--- src/rtl/abu_defines.svh ---
// Constants for the autobuffer control bits and their data paths
`ifndef AUTOBUF_DEFINES_SVH
`define AUTOBUF_DEFINES_SVH
`define SER_EXT_CTRL_ADDR 16'h0033
`define SER_EXT_CTRL_RESET 16'h0003
`define SER_EXT_CTRL_WR_MASK 16'hb7ff
`define RX_AUTO_HALT_BIT 15
`define RX_HALF_FLAG_BIT 14
`define RX_AUTOBUF_ENABLE_BIT 13
`define TX_AUTO_HALT_BIT 12
`define TX_HALF_FLAG_BIT 11
`define TX_AUTOBUF_ENABLE_BIT 10
`define SP_CTRL_MSB 9
`define SP_CTRL_WIDTH 10
`define BLOCK_SIZE_WIDTH 11
`define WORD_WIDTH 16
`define RX_FIFO_DEPTH 4
`endif

--- src/rtl/abu_pkg.sv ---
// Types shared by the autobuffer control files
package halfbuf_pkg;
	typedef logic [15:0] word_t;
	typedef logic [10:0] block_size_t;
	typedef enum logic {HALF_NONE, HALF_DONE} cross_t;
endpackage

--- src/rtl/abu_ctrl.sv ---
// Autobuffer control bits of the serial extension control register
`timescale 1ns/100ps
`default_nettype none
`include "abu_defines.svh"

module autobuf_ctrl
	import halfbuf_pkg::*;
#(
	parameter int FIFO_DEPTH = `RX_FIFO_DEPTH
) (
	input wire logic clk,
	input wire logic arst_n,
	input wire logic [15:0] cpu_addr,
	input wire logic cpu_wr,
	input wire logic cpu_rd,
	input wire logic [15:0] cpu_wdata,
	output logic [15:0] cpu_rdata,
	output logic [`SP_CTRL_MSB:0] sp_ctrl,
	output logic rx_autobuf_enable,
	output logic tx_autobuf_enable,
	input wire logic [`BLOCK_SIZE_WIDTH-1:0] rx_block_size,
	input wire logic [`BLOCK_SIZE_WIDTH-1:0] tx_block_size,
	input wire logic sp_rx_valid,
	input wire logic [`WORD_WIDTH-1:0] sp_rx_data,
	output logic sp_rx_ready,
	output logic mem_wr_valid,
	output logic [`WORD_WIDTH-1:0] mem_wr_data,
	input wire logic mem_wr_ready,
	input wire logic sp_tx_req,
	output logic tx_fetch,
	input wire logic mem_rd_valid,
	input wire logic [`WORD_WIDTH-1:0] mem_rd_data,
	output logic sp_tx_valid,
	output logic [`WORD_WIDTH-1:0] sp_tx_data,
	input wire logic sp_rx_word_int,
	input wire logic sp_tx_word_int,
	output logic receive_interrupt,
	output logic transmit_interrupt
);
	logic rx_auto_halt_r;
	logic rx_half_flag_r;
	logic rx_en_r;
	logic tx_auto_halt_r;
	logic tx_half_flag_r;
	logic tx_en_r;
	logic [`SP_CTRL_MSB:0] sp_ctrl_r;
	word_t ser_ext_control;
	word_t rdata_r;
	logic reg_hit;
	logic reg_wr;
	block_size_t rx_pos_r;
	block_size_t tx_pos_r;
	block_size_t rx_pos_inc;
	block_size_t tx_pos_inc;
	logic rx_done;
	cross_t rx_cross_first;
	cross_t rx_cross_second;
	cross_t tx_cross_first;
	cross_t tx_cross_second;
	logic rx_cross;
	logic tx_cross;
	logic rx_int_r;
	logic tx_int_r;
	logic tx_fetch_r;
	logic tx_valid_r;
	word_t tx_data_r;
	logic fifo_in_valid;

	assign reg_hit = cpu_addr == `SER_EXT_CTRL_ADDR;
	assign reg_wr = cpu_wr && reg_hit;
	assign ser_ext_control = {rx_auto_halt_r, rx_half_flag_r, rx_en_r,
		tx_auto_halt_r, tx_half_flag_r, tx_en_r, sp_ctrl_r};

	// Register bits
	always_ff @(posedge clk or negedge arst_n) begin
		if (!arst_n) begin
			sp_ctrl_r <= `SP_CTRL_WIDTH'(`SER_EXT_CTRL_RESET);
			rx_auto_halt_r <= 1'b0;
			tx_auto_halt_r <= 1'b0;
		end else if (reg_wr) begin
			sp_ctrl_r <= cpu_wdata[`SP_CTRL_MSB:0];
			rx_auto_halt_r <= cpu_wdata[`RX_AUTO_HALT_BIT];
			tx_auto_halt_r <= cpu_wdata[`TX_AUTO_HALT_BIT];
		end
	end

	// A software write in the boundary cycle beats the auto-halt clear
	always_ff @(posedge clk or negedge arst_n) begin
		if (!arst_n) begin
			rx_en_r <= 1'b0;
		end else if (reg_wr) begin
			rx_en_r <= cpu_wdata[`RX_AUTOBUF_ENABLE_BIT];
		end else if (rx_cross && rx_auto_halt_r) begin
			rx_en_r <= 1'b0;
		end
	end

	always_ff @(posedge clk or negedge arst_n) begin
		if (!arst_n) begin
			tx_en_r <= 1'b0;
		end else if (reg_wr) begin
			tx_en_r <= cpu_wdata[`TX_AUTOBUF_ENABLE_BIT];
		end else if (tx_cross && tx_auto_halt_r) begin
			tx_en_r <= 1'b0;
		end
	end

	// Half flags follow boundaries only; written values are dropped
	always_ff @(posedge clk or negedge arst_n) begin
		if (!arst_n) begin
			rx_half_flag_r <= 1'b0;
			tx_half_flag_r <= 1'b0;
		end else begin
			if (rx_cross_first == HALF_DONE) begin
				rx_half_flag_r <= 1'b0;
			end else if (rx_cross_second == HALF_DONE) begin
				rx_half_flag_r <= 1'b1;
			end
			if (tx_cross_first == HALF_DONE) begin
				tx_half_flag_r <= 1'b0;
			end else if (tx_cross_second == HALF_DONE) begin
				tx_half_flag_r <= 1'b1;
			end
		end
	end

	always_ff @(posedge clk or negedge arst_n) begin
		if (!arst_n) begin
			rdata_r <= '0;
		end else begin
			rdata_r <= (cpu_rd && reg_hit) ? ser_ext_control : '0;
		end
	end

	// Receive path: port words queue here, so a stalled memory stalls the port
	assign fifo_in_valid = sp_rx_valid && rx_en_r;

	word_fifo #(
		.WIDTH(`WORD_WIDTH),
		.DEPTH(FIFO_DEPTH)
	) rx_fifo (
		.clk(clk),
		.arst_n(arst_n),
		.in_valid(fifo_in_valid),
		.in_data(sp_rx_data),
		.in_ready(sp_rx_ready),
		.out_valid(mem_wr_valid),
		.out_data(mem_wr_data),
		.out_ready(mem_wr_ready)
	);

	// Words already queued at a halt still land; the boundary counts writes
	assign rx_done = mem_wr_valid && mem_wr_ready;
	assign rx_pos_inc = rx_pos_r + 1'b1;
	assign tx_pos_inc = tx_pos_r + 1'b1;

	always_comb begin
		rx_cross_first = HALF_NONE;
		rx_cross_second = HALF_NONE;
		if (rx_done && rx_pos_inc == (rx_block_size >> 1)) begin
			rx_cross_first = HALF_DONE;
		end else if (rx_done && rx_pos_inc == rx_block_size) begin
			rx_cross_second = HALF_DONE;
		end
	end

	always_comb begin
		tx_cross_first = HALF_NONE;
		tx_cross_second = HALF_NONE;
		if (mem_rd_valid && tx_pos_inc == (tx_block_size >> 1)) begin
			tx_cross_first = HALF_DONE;
		end else if (mem_rd_valid && tx_pos_inc == tx_block_size) begin
			tx_cross_second = HALF_DONE;
		end
	end

	assign rx_cross = rx_cross_first == HALF_DONE ||
		rx_cross_second == HALF_DONE;
	assign tx_cross = tx_cross_first == HALF_DONE ||
		tx_cross_second == HALF_DONE;

	// Enabling restarts the count at the top of the buffer
	always_ff @(posedge clk or negedge arst_n) begin
		if (!arst_n) begin
			rx_pos_r <= '0;
		end else if (reg_wr && !rx_en_r &&
			cpu_wdata[`RX_AUTOBUF_ENABLE_BIT]) begin
			rx_pos_r <= '0;
		end else if (rx_cross_second == HALF_DONE) begin
			rx_pos_r <= '0;
		end else if (rx_done) begin
			rx_pos_r <= rx_pos_inc;
		end
	end

	always_ff @(posedge clk or negedge arst_n) begin
		if (!arst_n) begin
			tx_pos_r <= '0;
		end else if (reg_wr && !tx_en_r &&
			cpu_wdata[`TX_AUTOBUF_ENABLE_BIT]) begin
			tx_pos_r <= '0;
		end else if (tx_cross_second == HALF_DONE) begin
			tx_pos_r <= '0;
		end else if (mem_rd_valid) begin
			tx_pos_r <= tx_pos_inc;
		end
	end

	// Transmit path: one fetch per port request, word handed on a cycle later
	always_ff @(posedge clk or negedge arst_n) begin
		if (!arst_n) begin
			tx_fetch_r <= 1'b0;
			tx_valid_r <= 1'b0;
			tx_data_r <= '0;
		end else begin
			tx_fetch_r <= sp_tx_req && tx_en_r;
			tx_valid_r <= mem_rd_valid;
			if (mem_rd_valid) begin
				tx_data_r <= mem_rd_data;
			end
		end
	end

	// Per-word port interrupts pass only in standard mode
	always_ff @(posedge clk or negedge arst_n) begin
		if (!arst_n) begin
			rx_int_r <= 1'b0;
			tx_int_r <= 1'b0;
		end else begin
			rx_int_r <= rx_en_r ? rx_cross : sp_rx_word_int;
			tx_int_r <= tx_en_r ? tx_cross : sp_tx_word_int;
		end
	end

	assign cpu_rdata = rdata_r;
	assign sp_ctrl = sp_ctrl_r;
	assign rx_autobuf_enable = rx_en_r;
	assign tx_autobuf_enable = tx_en_r;
	assign tx_fetch = tx_fetch_r;
	assign sp_tx_valid = tx_valid_r;
	assign sp_tx_data = tx_data_r;
	assign receive_interrupt = rx_int_r;
	assign transmit_interrupt = tx_int_r;
endmodule
`default_nettype wire

--- src/rtl/abu_fifo.sv ---
// Shift-register FIFO between the serial port and the buffer memory
`timescale 1ns/100ps
`default_nettype none
module word_fifo #(
	parameter int WIDTH = 16,
	parameter int DEPTH = 4
) (
	input wire logic clk,
	input wire logic arst_n,
	input wire logic in_valid,
	input wire logic [WIDTH-1:0] in_data,
	output logic in_ready,
	output logic out_valid,
	output logic [WIDTH-1:0] out_data,
	input wire logic out_ready
);
	localparam int CW = $clog2(DEPTH + 1);
	logic [WIDTH-1:0] mem_r [DEPTH];
	logic [CW-1:0] count_r;
	logic [CW-1:0] count_nxt;
	logic [CW-1:0] wr_idx;
	logic push;
	logic pop;

	assign push = in_valid & in_ready;
	assign pop = out_valid & out_ready;
	// Head always sits in entry 0, so read data comes straight from a flop
	assign out_data = mem_r[0];
	assign wr_idx = pop ? count_r - 1'b1 : count_r;

	always_comb begin
		count_nxt = count_r;
		if (push && !pop) begin
			count_nxt = count_r + 1'b1;
		end else if (pop && !push) begin
			count_nxt = count_r - 1'b1;
		end
	end

	always_ff @(posedge clk or negedge arst_n) begin
		if (!arst_n) begin
			count_r <= '0;
			in_ready <= 1'b1;
			out_valid <= 1'b0;
		end else begin
			count_r <= count_nxt;
			in_ready <= count_nxt != CW'(DEPTH);
			out_valid <= count_nxt != '0;
		end
	end

	always_ff @(posedge clk or negedge arst_n) begin
		if (!arst_n) begin
			for (int i = 0; i < DEPTH; i++) begin
				mem_r[i] <= '0;
			end
		end else begin
			for (int i = 0; i < DEPTH; i++) begin
				if (push && wr_idx == CW'(i)) begin
					mem_r[i] <= in_data;
				end else if (pop && i < DEPTH - 1) begin
					mem_r[i] <= mem_r[(i + 1) % DEPTH];
				end
			end
		end
	end
endmodule
`default_nettype wire

--- config.mk ---
export PLATFORM = sky130hd
export DESIGN_NAME = autobuf_ctrl
export DESIGN_NICKNAME = d
export VERILOG_FILES = /design/src/rtl/abu_pkg.sv /design/src/rtl/abu_ctrl.sv /design/src/rtl/abu_fifo.sv
export VERILOG_INCLUDE_DIRS = /design/src /design/src/rtl
export SDC_FILE = /design/constraint.sdc
export NUM_CORES = 1
export LEC_CHECK = 0
export BUFFER_PORTS_ARGS = -buffer_cell sky130_fd_sc_hd__buf_4
export CORE_MARGIN = 2
export CORE_UTILIZATION = 56
export DETAILED_ROUTE_END_ITERATION = 8
export PLACE_DENSITY_LB_ADDON = 0.2
export SETUP_SLACK_MARGIN = 0.15
export SYNTH_ARGS = -nofsm -noshare
export SYNTH_HDL_FRONTEND = slang
export SYNTH_HIERARCHICAL = 1
export SYNTH_SLANG_ARGS = --single-unit
--- constraint.sdc ---
create_clock -name clk -period 3.21 [get_ports clk]
set_input_delay 0.321 -clock clk [delete_from_list [all_inputs] [get_ports clk]]
set_output_delay 0.321 -clock clk [all_outputs]
set_load 0.02 [all_outputs]
==> results of run 1 <==
-- final timing paths --
kind	from	to	slack [ns]	depth (start not counted)
hold reg to reg	tx_auto_halt_r$_DFFE_PN0P_	tx_autobuf_enable$_DFFE_PN0P_	0.49	1
max in group asynchronous	arst_n	rx_fifo/mem_r[21]$_DFFE_PN0P_	1.84	3
setup reg to reg	rx_pos_r[1]$_DFFE_PN0P_	rx_pos_r[2]$_DFFE_PN0P_	0.36	8
hold / removal	mem_rd_data[5]	sp_tx_data[5]$_DFFE_PN0P_	0.13	2
setup / recovery	rx_pos_r[1]$_DFFE_PN0P_	rx_pos_r[2]$_DFFE_PN0P_	0.36	8
min in group asynchronous	arst_n	tx_pos_r[6]$_DFFE_PN0P_	0.49	2
-- per-layer routing --
layer	GRT usage, %	vias to the layer above
met3	4.80	34
met1	31.9	3019
met4	10.7	0
li1	-	2977
met2	43.3	174
met5	0	-
-- Yosys cell counts, types with 5 or more instances --
master	n
dfrtp_1	140
nor2b_1	11
o21ai_0	27
clkbuf_1	9
nand3_1	29
and3_1	6
o21ai_1	6
inv_1	12
nand4_1	10
nand2b_1	5
xnor2_1	37
and2_1	21
buf_2	16
nand3b_1	5
nor4_1	7
buf_1	8
mux2_2	68
nor3b_1	10
o211ai_1	5
nor2_1	27
xor2_1	24
or3_1	7
mux2_1	10
nor3_1	11
nand2_1	137
mux2i_1	21
a21oi_1	8
buf_4	19
-- registers in the layout, indices dropped and copies added, names as in the netlist, 3 cells and up --
name / count
rx_fifo/mem_r: 48
rx_fifo/out_data: 16
tx_pos_r: 11
rx_fifo/count_r: 3
sp_ctrl: 10
rx_pos_r: 11
sp_tx_data: 16
cpu_rdata: 16
-- power by group --
group	leakage (nW)	internal, mW	switching (mW)
clock network	0.295	1.31	0.751
logic	2.58	0.550	0.683
registers	1.90	1.93	0.222
total	4.78	3.78	1.66
-- layout by cell type (no fill, tap or decap), types with 5 or more instances in the layout --
cell type and count:
nor4_1 7, nor2_1 27, inv_1 12, nand4_1 10, o21ai_1 6, mux2_2 68, and3_1 6, a21oi_1 8
nand2_1 136, nand2b_1 5, dfrtp_1 140, or3_1 7, nor3_1 11, buf_4 169, o21ai_0 27, mux2i_1 21
xor2_1 24, o211ai_1 5, nand3_1 29, nand3b_1 5, nor2b_1 11, and2_1 21, xnor2_1 37, clkbuf_16 17
nor3b_1 10, mux2_1 10
-- cell type report --
type	instances	area, um^2	area share (%)
sequential	143	3580	36.6
tap	180	225	2.30
clock buffer	20	437	4.46
multi-input combinational	571	4030	41.2
clock inverter	12	184	1.88
timing repair buffer	171	1290	13.2
inverter	12	45.0	0.460
-- kinds of logic after synthesis --
kind of cell / share of synthesized area (%)
simple gates: 19.9
flops: 44.9
mux: 13.6
compound gates: 8.48
buf+inv: 4.78
xor+xnor: 7.74
fa+ha+maj: 0.627
-- repair_timing --
action                     in CTS  in global routing
hold endpoints to repair       71                  0
setup endpoints to repair       0                  0
hold buffers                    1                  0
-- stage by stage --
step	util (%)	worst slack, ns	area (um^2)	hold slack (ns)
after CTS	70.6	0.369	9800	0.114
after detailed placement	66.0	0.387	9170	0.403
after global placement	66.0	0.453	9170	0.385
after floorplan	-	0.825	7980	0.0254
after global routing	70.6	0.218	9800	0.120
final	70.6	0.358	9800	0.129
-- critical path, stage by stage (launching register included) --
cell	delay, ns
dfrtp_1	0.46
ha_1	0.50
nand3_1	0.14
or2_2	0.34
xnor2_1	0.14
nor4_1	0.43
nand4_2	0.28
o21ai_4	0.34
nor2_1	0.09
==> results.tsv, run 1 <==
stage	metric	value	unit
synth	synth_edf_count	0	
synth	synth_seq_cells	143	
synth	synth_top_area_share	43.9	%
drt	detail-route-antenna-nets	0	
timing	worst_pin_slew	0.971	ns
synth	synth_nets	883	
power_and_ir_drop	power	5.44	mW
synth	ys.flop_type	dfrtp_1	
synth	synthArstFlopShare	100	%
finish	fill_cells	1022	
finish	area_growth	22.7	%
timing	fin_crit	2.85	ns
synth	synth_area_per_cell	10.2	um^2
setup_path	startpoint_type	register	
timing	relSlewSlack	35.3	%
placed_design	place_inst	1076	
drt	via_per_inst	5.59	
placed_design	numPortBuffers	159	
clock_network	cts.path.max_buffers	2	
finish	drive_gt1_share	31.8	%
floorplanning	num_rows	43	
drt	vias	6204	
floorplanning	die_w	123	um
timing	fmax	351	MHz
power_and_ir_drop	vdd_drop_max	0.347	mV
floorplanning	num_io_pins	162	
clock_network	cts_resized	0	
drt	drc	0	
clock_network	cts_sinks	143	
drt	met3_length	851	um
setup_path	arrival	3.15	ns
placed_design	place.gp.congestion	0.906	
timing	period_share	88.8	%
synth	yosysTopAreaCell	dfrtp_1	
synth	ys_types	76	
placed_design	dp_hpwl	13400	um
clock_network	cts_setup_buffers	0	
timing	rsz0062_at_grt	false	
drt	wl_met2	9210	um
drt	wirelength	18600	um
synth	ys_seq_area_share	44.9	%
finish	final_cells	1109	
setup_path	worstPathMaxFanout	13	
floorplanning	chipHeight	123	um
clock_network	cts_tree	built	
floorplanning	initial_utilization	57.5	%
drt	dr.max_layer_used	met4	
global_routing	grt_overflow	0	
clock_network	clock_latency	0.42	ns
clock_network	htreeDepth	4	
clock_network	cts.clk_slew.worst_paths	0.06	ns
timing	fin_tns_setup	0	ns
global_routing	grt_max_degree	78	
finish	insertedDiodeCount	0	
global_routing	grt_pass1_wl	30300	um
status	status	finished, final reports clean	
drt	first_pass_iters	5	
synth	yosys_warnings	6	
global_routing	antenna_found_initial	0	
timing	final-hold-violation-count	0	
drt	initialDrtViolationCount	445	
setup_path	cp.required	3.50	ns
global_routing	grt_pass1_vias	6436	
global_routing	grt_use_total	25.5	%
setup_path	criticalPathCategory	reg -> reg	
drt	wl_per_cell	16.8	um
timing	drv_slew	0	
run	maxCapViolCount	0	
setup_path	critPathCaptureType	register	
synth	synthTopCellsByArea	dfrtp_1 44%, mux2_2 9.6%, nand2_1 6.4%	
worst_hold_path	hp-class	in -> reg	
clock_network	cts_root_buf	clkbuf_16	
synth	netlist_area	7980	um^2
floorplanning	dieArea	15200	um^2
power_and_ir_drop	leakage	4.78	nW
floorplanning	coreArea	13900	um^2
finish	fin_nets	1016	
timing	skew	0.00825	ns
clock_network	cts_buffers	17	
drt	wl_met1	8110	um
power_and_ir_drop	cellPowerDensity	555	nW/um^2
synth	synth_cells	783	
timing	setup_viol	0	
Note: power is estimated with default switching activity, not from simulation.
==> run 2: changes to the inputs <==
REMOVE_ABC_BUFFERS = 1   (was unset)
SKIP_CTS_REPAIR_TIMING = 1   (was unset)
==> results.tsv, run 2 (synthesis gave the netlist of run 1 again) <==
stage	metric	value	unit
status	status	finished, final reports clean	
clock_network	clock_latency	0.41	ns
setup_path	reg2regPathDepth	8	
timing	worst_pin_slew	0.946	ns
finish	multi_input_area	4040	um^2
timing	fin_tns_setup	0	ns
worst_hold_path	holdPathEnd	tx_fetch$_DFF_PN0_	
finish	drive_gt1_share	32.1	%
finish	insertedDiodeCount	0	
worst_hold_path	min_from	sp_tx_req	
drt	initialDrtViolationCount	459	
floorplanning	initial_utilization	57.5	%
placed_design	place.gp.congestion	0.973	
clock_network	htreeDepth	4	
placed_design	dp_slack	0.394	ns
setup_path	worstPathMaxFanout	9	
power_and_ir_drop	leakage	4.76	nW
drt	vias	6250	
finish	area_growth	22.2	%
timing	period_share	86.0	%
finish	largest-register	rx_fifo/mem_r	
timing	final-hold-violation-count	0	
floorplanning	die_w	123	um
timing	finalWorstSetupSlack	0.451	ns
global_routing	grt_pass1_wl	30100	um
run	maxCapViolCount	0	
worst_hold_path	holdPathStages	2	
floorplanning	chipHeight	123	um
drt	wirelength	18500	um
setup_path	slowest_delay	0.46	ns
finish	fin_nets	1015	
finish	final_common_cell	buf_4	
clock_network	cts_sinks	143	
setup_path	regToRegSetupSlack	0.45	ns
clock_network	cts_buffers	17	
setup_path	critPathCaptureType	register	
drt	via_per_inst	5.64	
timing	drv_slew	0	
global_routing	antenna_found_initial	0	
setup_path	worstReg2RegStart	tx_pos_r[0]$_DFFE_PN0P_	
floorplanning	num_io_pins	162	
timing	fin_crit	2.76	ns
floorplanning	num_rows	43	
timing	setup_viol	0	
global_routing	grt_max_degree	74	
power_and_ir_drop	cellPowerDensity	544	nW/um^2
drt	drc	0	
global_routing	grt_pass1_vias	6251	
global_routing	grt_overflow	0	
setup_path	critPathSlowestCell	dfrtp_1	
finish	most-common-layout-cells	168 x buf_4, 140 x dfrtp_1, 136 x nand2_1, 68 x mux2_2, 37 x xnor2_1	
placed_design	dp_hpwl	13100	um
clock_network	cts_tree	built	
clock_network	cts_root_buf	clkbuf_16	
clock_network	cts.clk_slew.worst_paths	0.06	ns
setup_path	criticalPathCategory	reg -> reg	
floorplanning	coreArea	13900	um^2
finish	ff_latch_area	3580	um^2
setup_path	arrival	3.04	ns
finish	fill_cells	1047	
setup_path	worst_r2r_endpoint	tx_pos_r[6]$_DFFE_PN0P_	
finish	largest_register_ffs	48	
clock_network	cts.path.max_buffers	2	
floorplanning	dieArea	15200	um^2
timing	fmax	362	MHz
drt	wl_per_cell	16.7	um
worst_hold_path	hp-class	in -> reg	
power_and_ir_drop	vdd_drop_max	0.431	mV
global_routing	grt_use_total	25.2	%
timing	relSlewSlack	36.9	%
drt	first_pass_iters	7	
timing	skew	0.00982	ns
timing	rsz0062_at_grt	false	
setup_path	cp.required	3.49	ns
placed_design	numPortBuffers	159	
setup_path	worstPathCellList	ha_1, and4_1, and2_1, a311oi_1, o21ai_0, a2111o_1, o21ai_4, nor2_1	
setup_path	startpoint_type	register	
drt	detail-route-antenna-nets	0	
-- run 2: how the worst max path moves through the flow --
stage / endpoint / slack, ns / from / cells past startpoint
5_1_grt: rx_pos_r[2]$_DFFE_PN0P_ / 0.27 / rx_pos_r[0]$_DFFE_PN0P_ / 8
2_1_floorplan: rx_fifo/mem_r[32]$_DFFE_PN0P_ / 0.36 / rx_fifo/out_valid$_DFF_PN0_ / 4
4_1_cts: rx_pos_r[2]$_DFFE_PN0P_ / 0.37 / rx_pos_r[0]$_DFFE_PN0P_ / 8
3_3_place_gp: rx_pos_r[4]$_DFFE_PN0P_ / 0.43 / rx_pos_r[0]$_DFFE_PN0P_ / 8
3_5_place_dp: rx_pos_r[2]$_DFFE_PN0P_ / 0.39 / rx_pos_r[0]$_DFFE_PN0P_ / 8
6_report: tx_pos_r[6]$_DFFE_PN0P_ / 0.45 / tx_pos_r[0]$_DFFE_PN0P_ / 8
-- run 2: stage by stage --
stage | instance area (um^2) | utilization [%] | total power [mW] | hold WS (ns) | instances
floorplan | 7650 | - | 2.93 | 0.0254 | 726
global placement | 9160 | 66.0 | 3.33 | 0.365 | 1075
detailed placement | 9160 | 66.0 | 3.38 | 0.373 | 1075
CTS | 9740 | 70.2 | 5.33 | -0.0658 | 1107
global route | 9760 | 70.3 | 5.57 | 0.119 | 1108
finish | 9760 | 70.3 | 5.31 | 0.130 | 1108
-- run 2: final cells by class --
type / count / area share [%]
repair buffers: 170 / 13.1
well taps: 180 / 2.31
clock inverters: 15 / 1.64
inverters: 12 / 0.462
multi-input cells: 571 / 41.4
clock buffers: 17 / 4.36
flip-flops and latches: 143 / 36.7
-- run 2: per-layer routing --
layer | wire (um) | vias to the layer above | GRT usage [%] | part of all wire (%)
met2 | 9480 | 169 | 43.1 | 51
met5 | 0 | - | 0 | 0
li1 | - | 2975 | - | -
met1 | 7710 | 3077 | 31.6 | 42
met3 | 893 | 29 | 5.07 | 4.8
met4 | 391 | 0 | 9.38 | 2.1
-- run 2: power breakdown --
group / switching, mW / internal [mW]
clock: 0.780 / 1.15
combinational: 0.675 / 0.552
sequential: 0.221 / 1.93
-- run 2: worst max-delay path: cells and delay by family (launching register included) --
kind | cells | cell delay [ns]
compound gates | 4 | 1.13
fa+ha+maj | 1 | 0.34
flops | 1 | 0.46
simple gates | 3 | 0.69
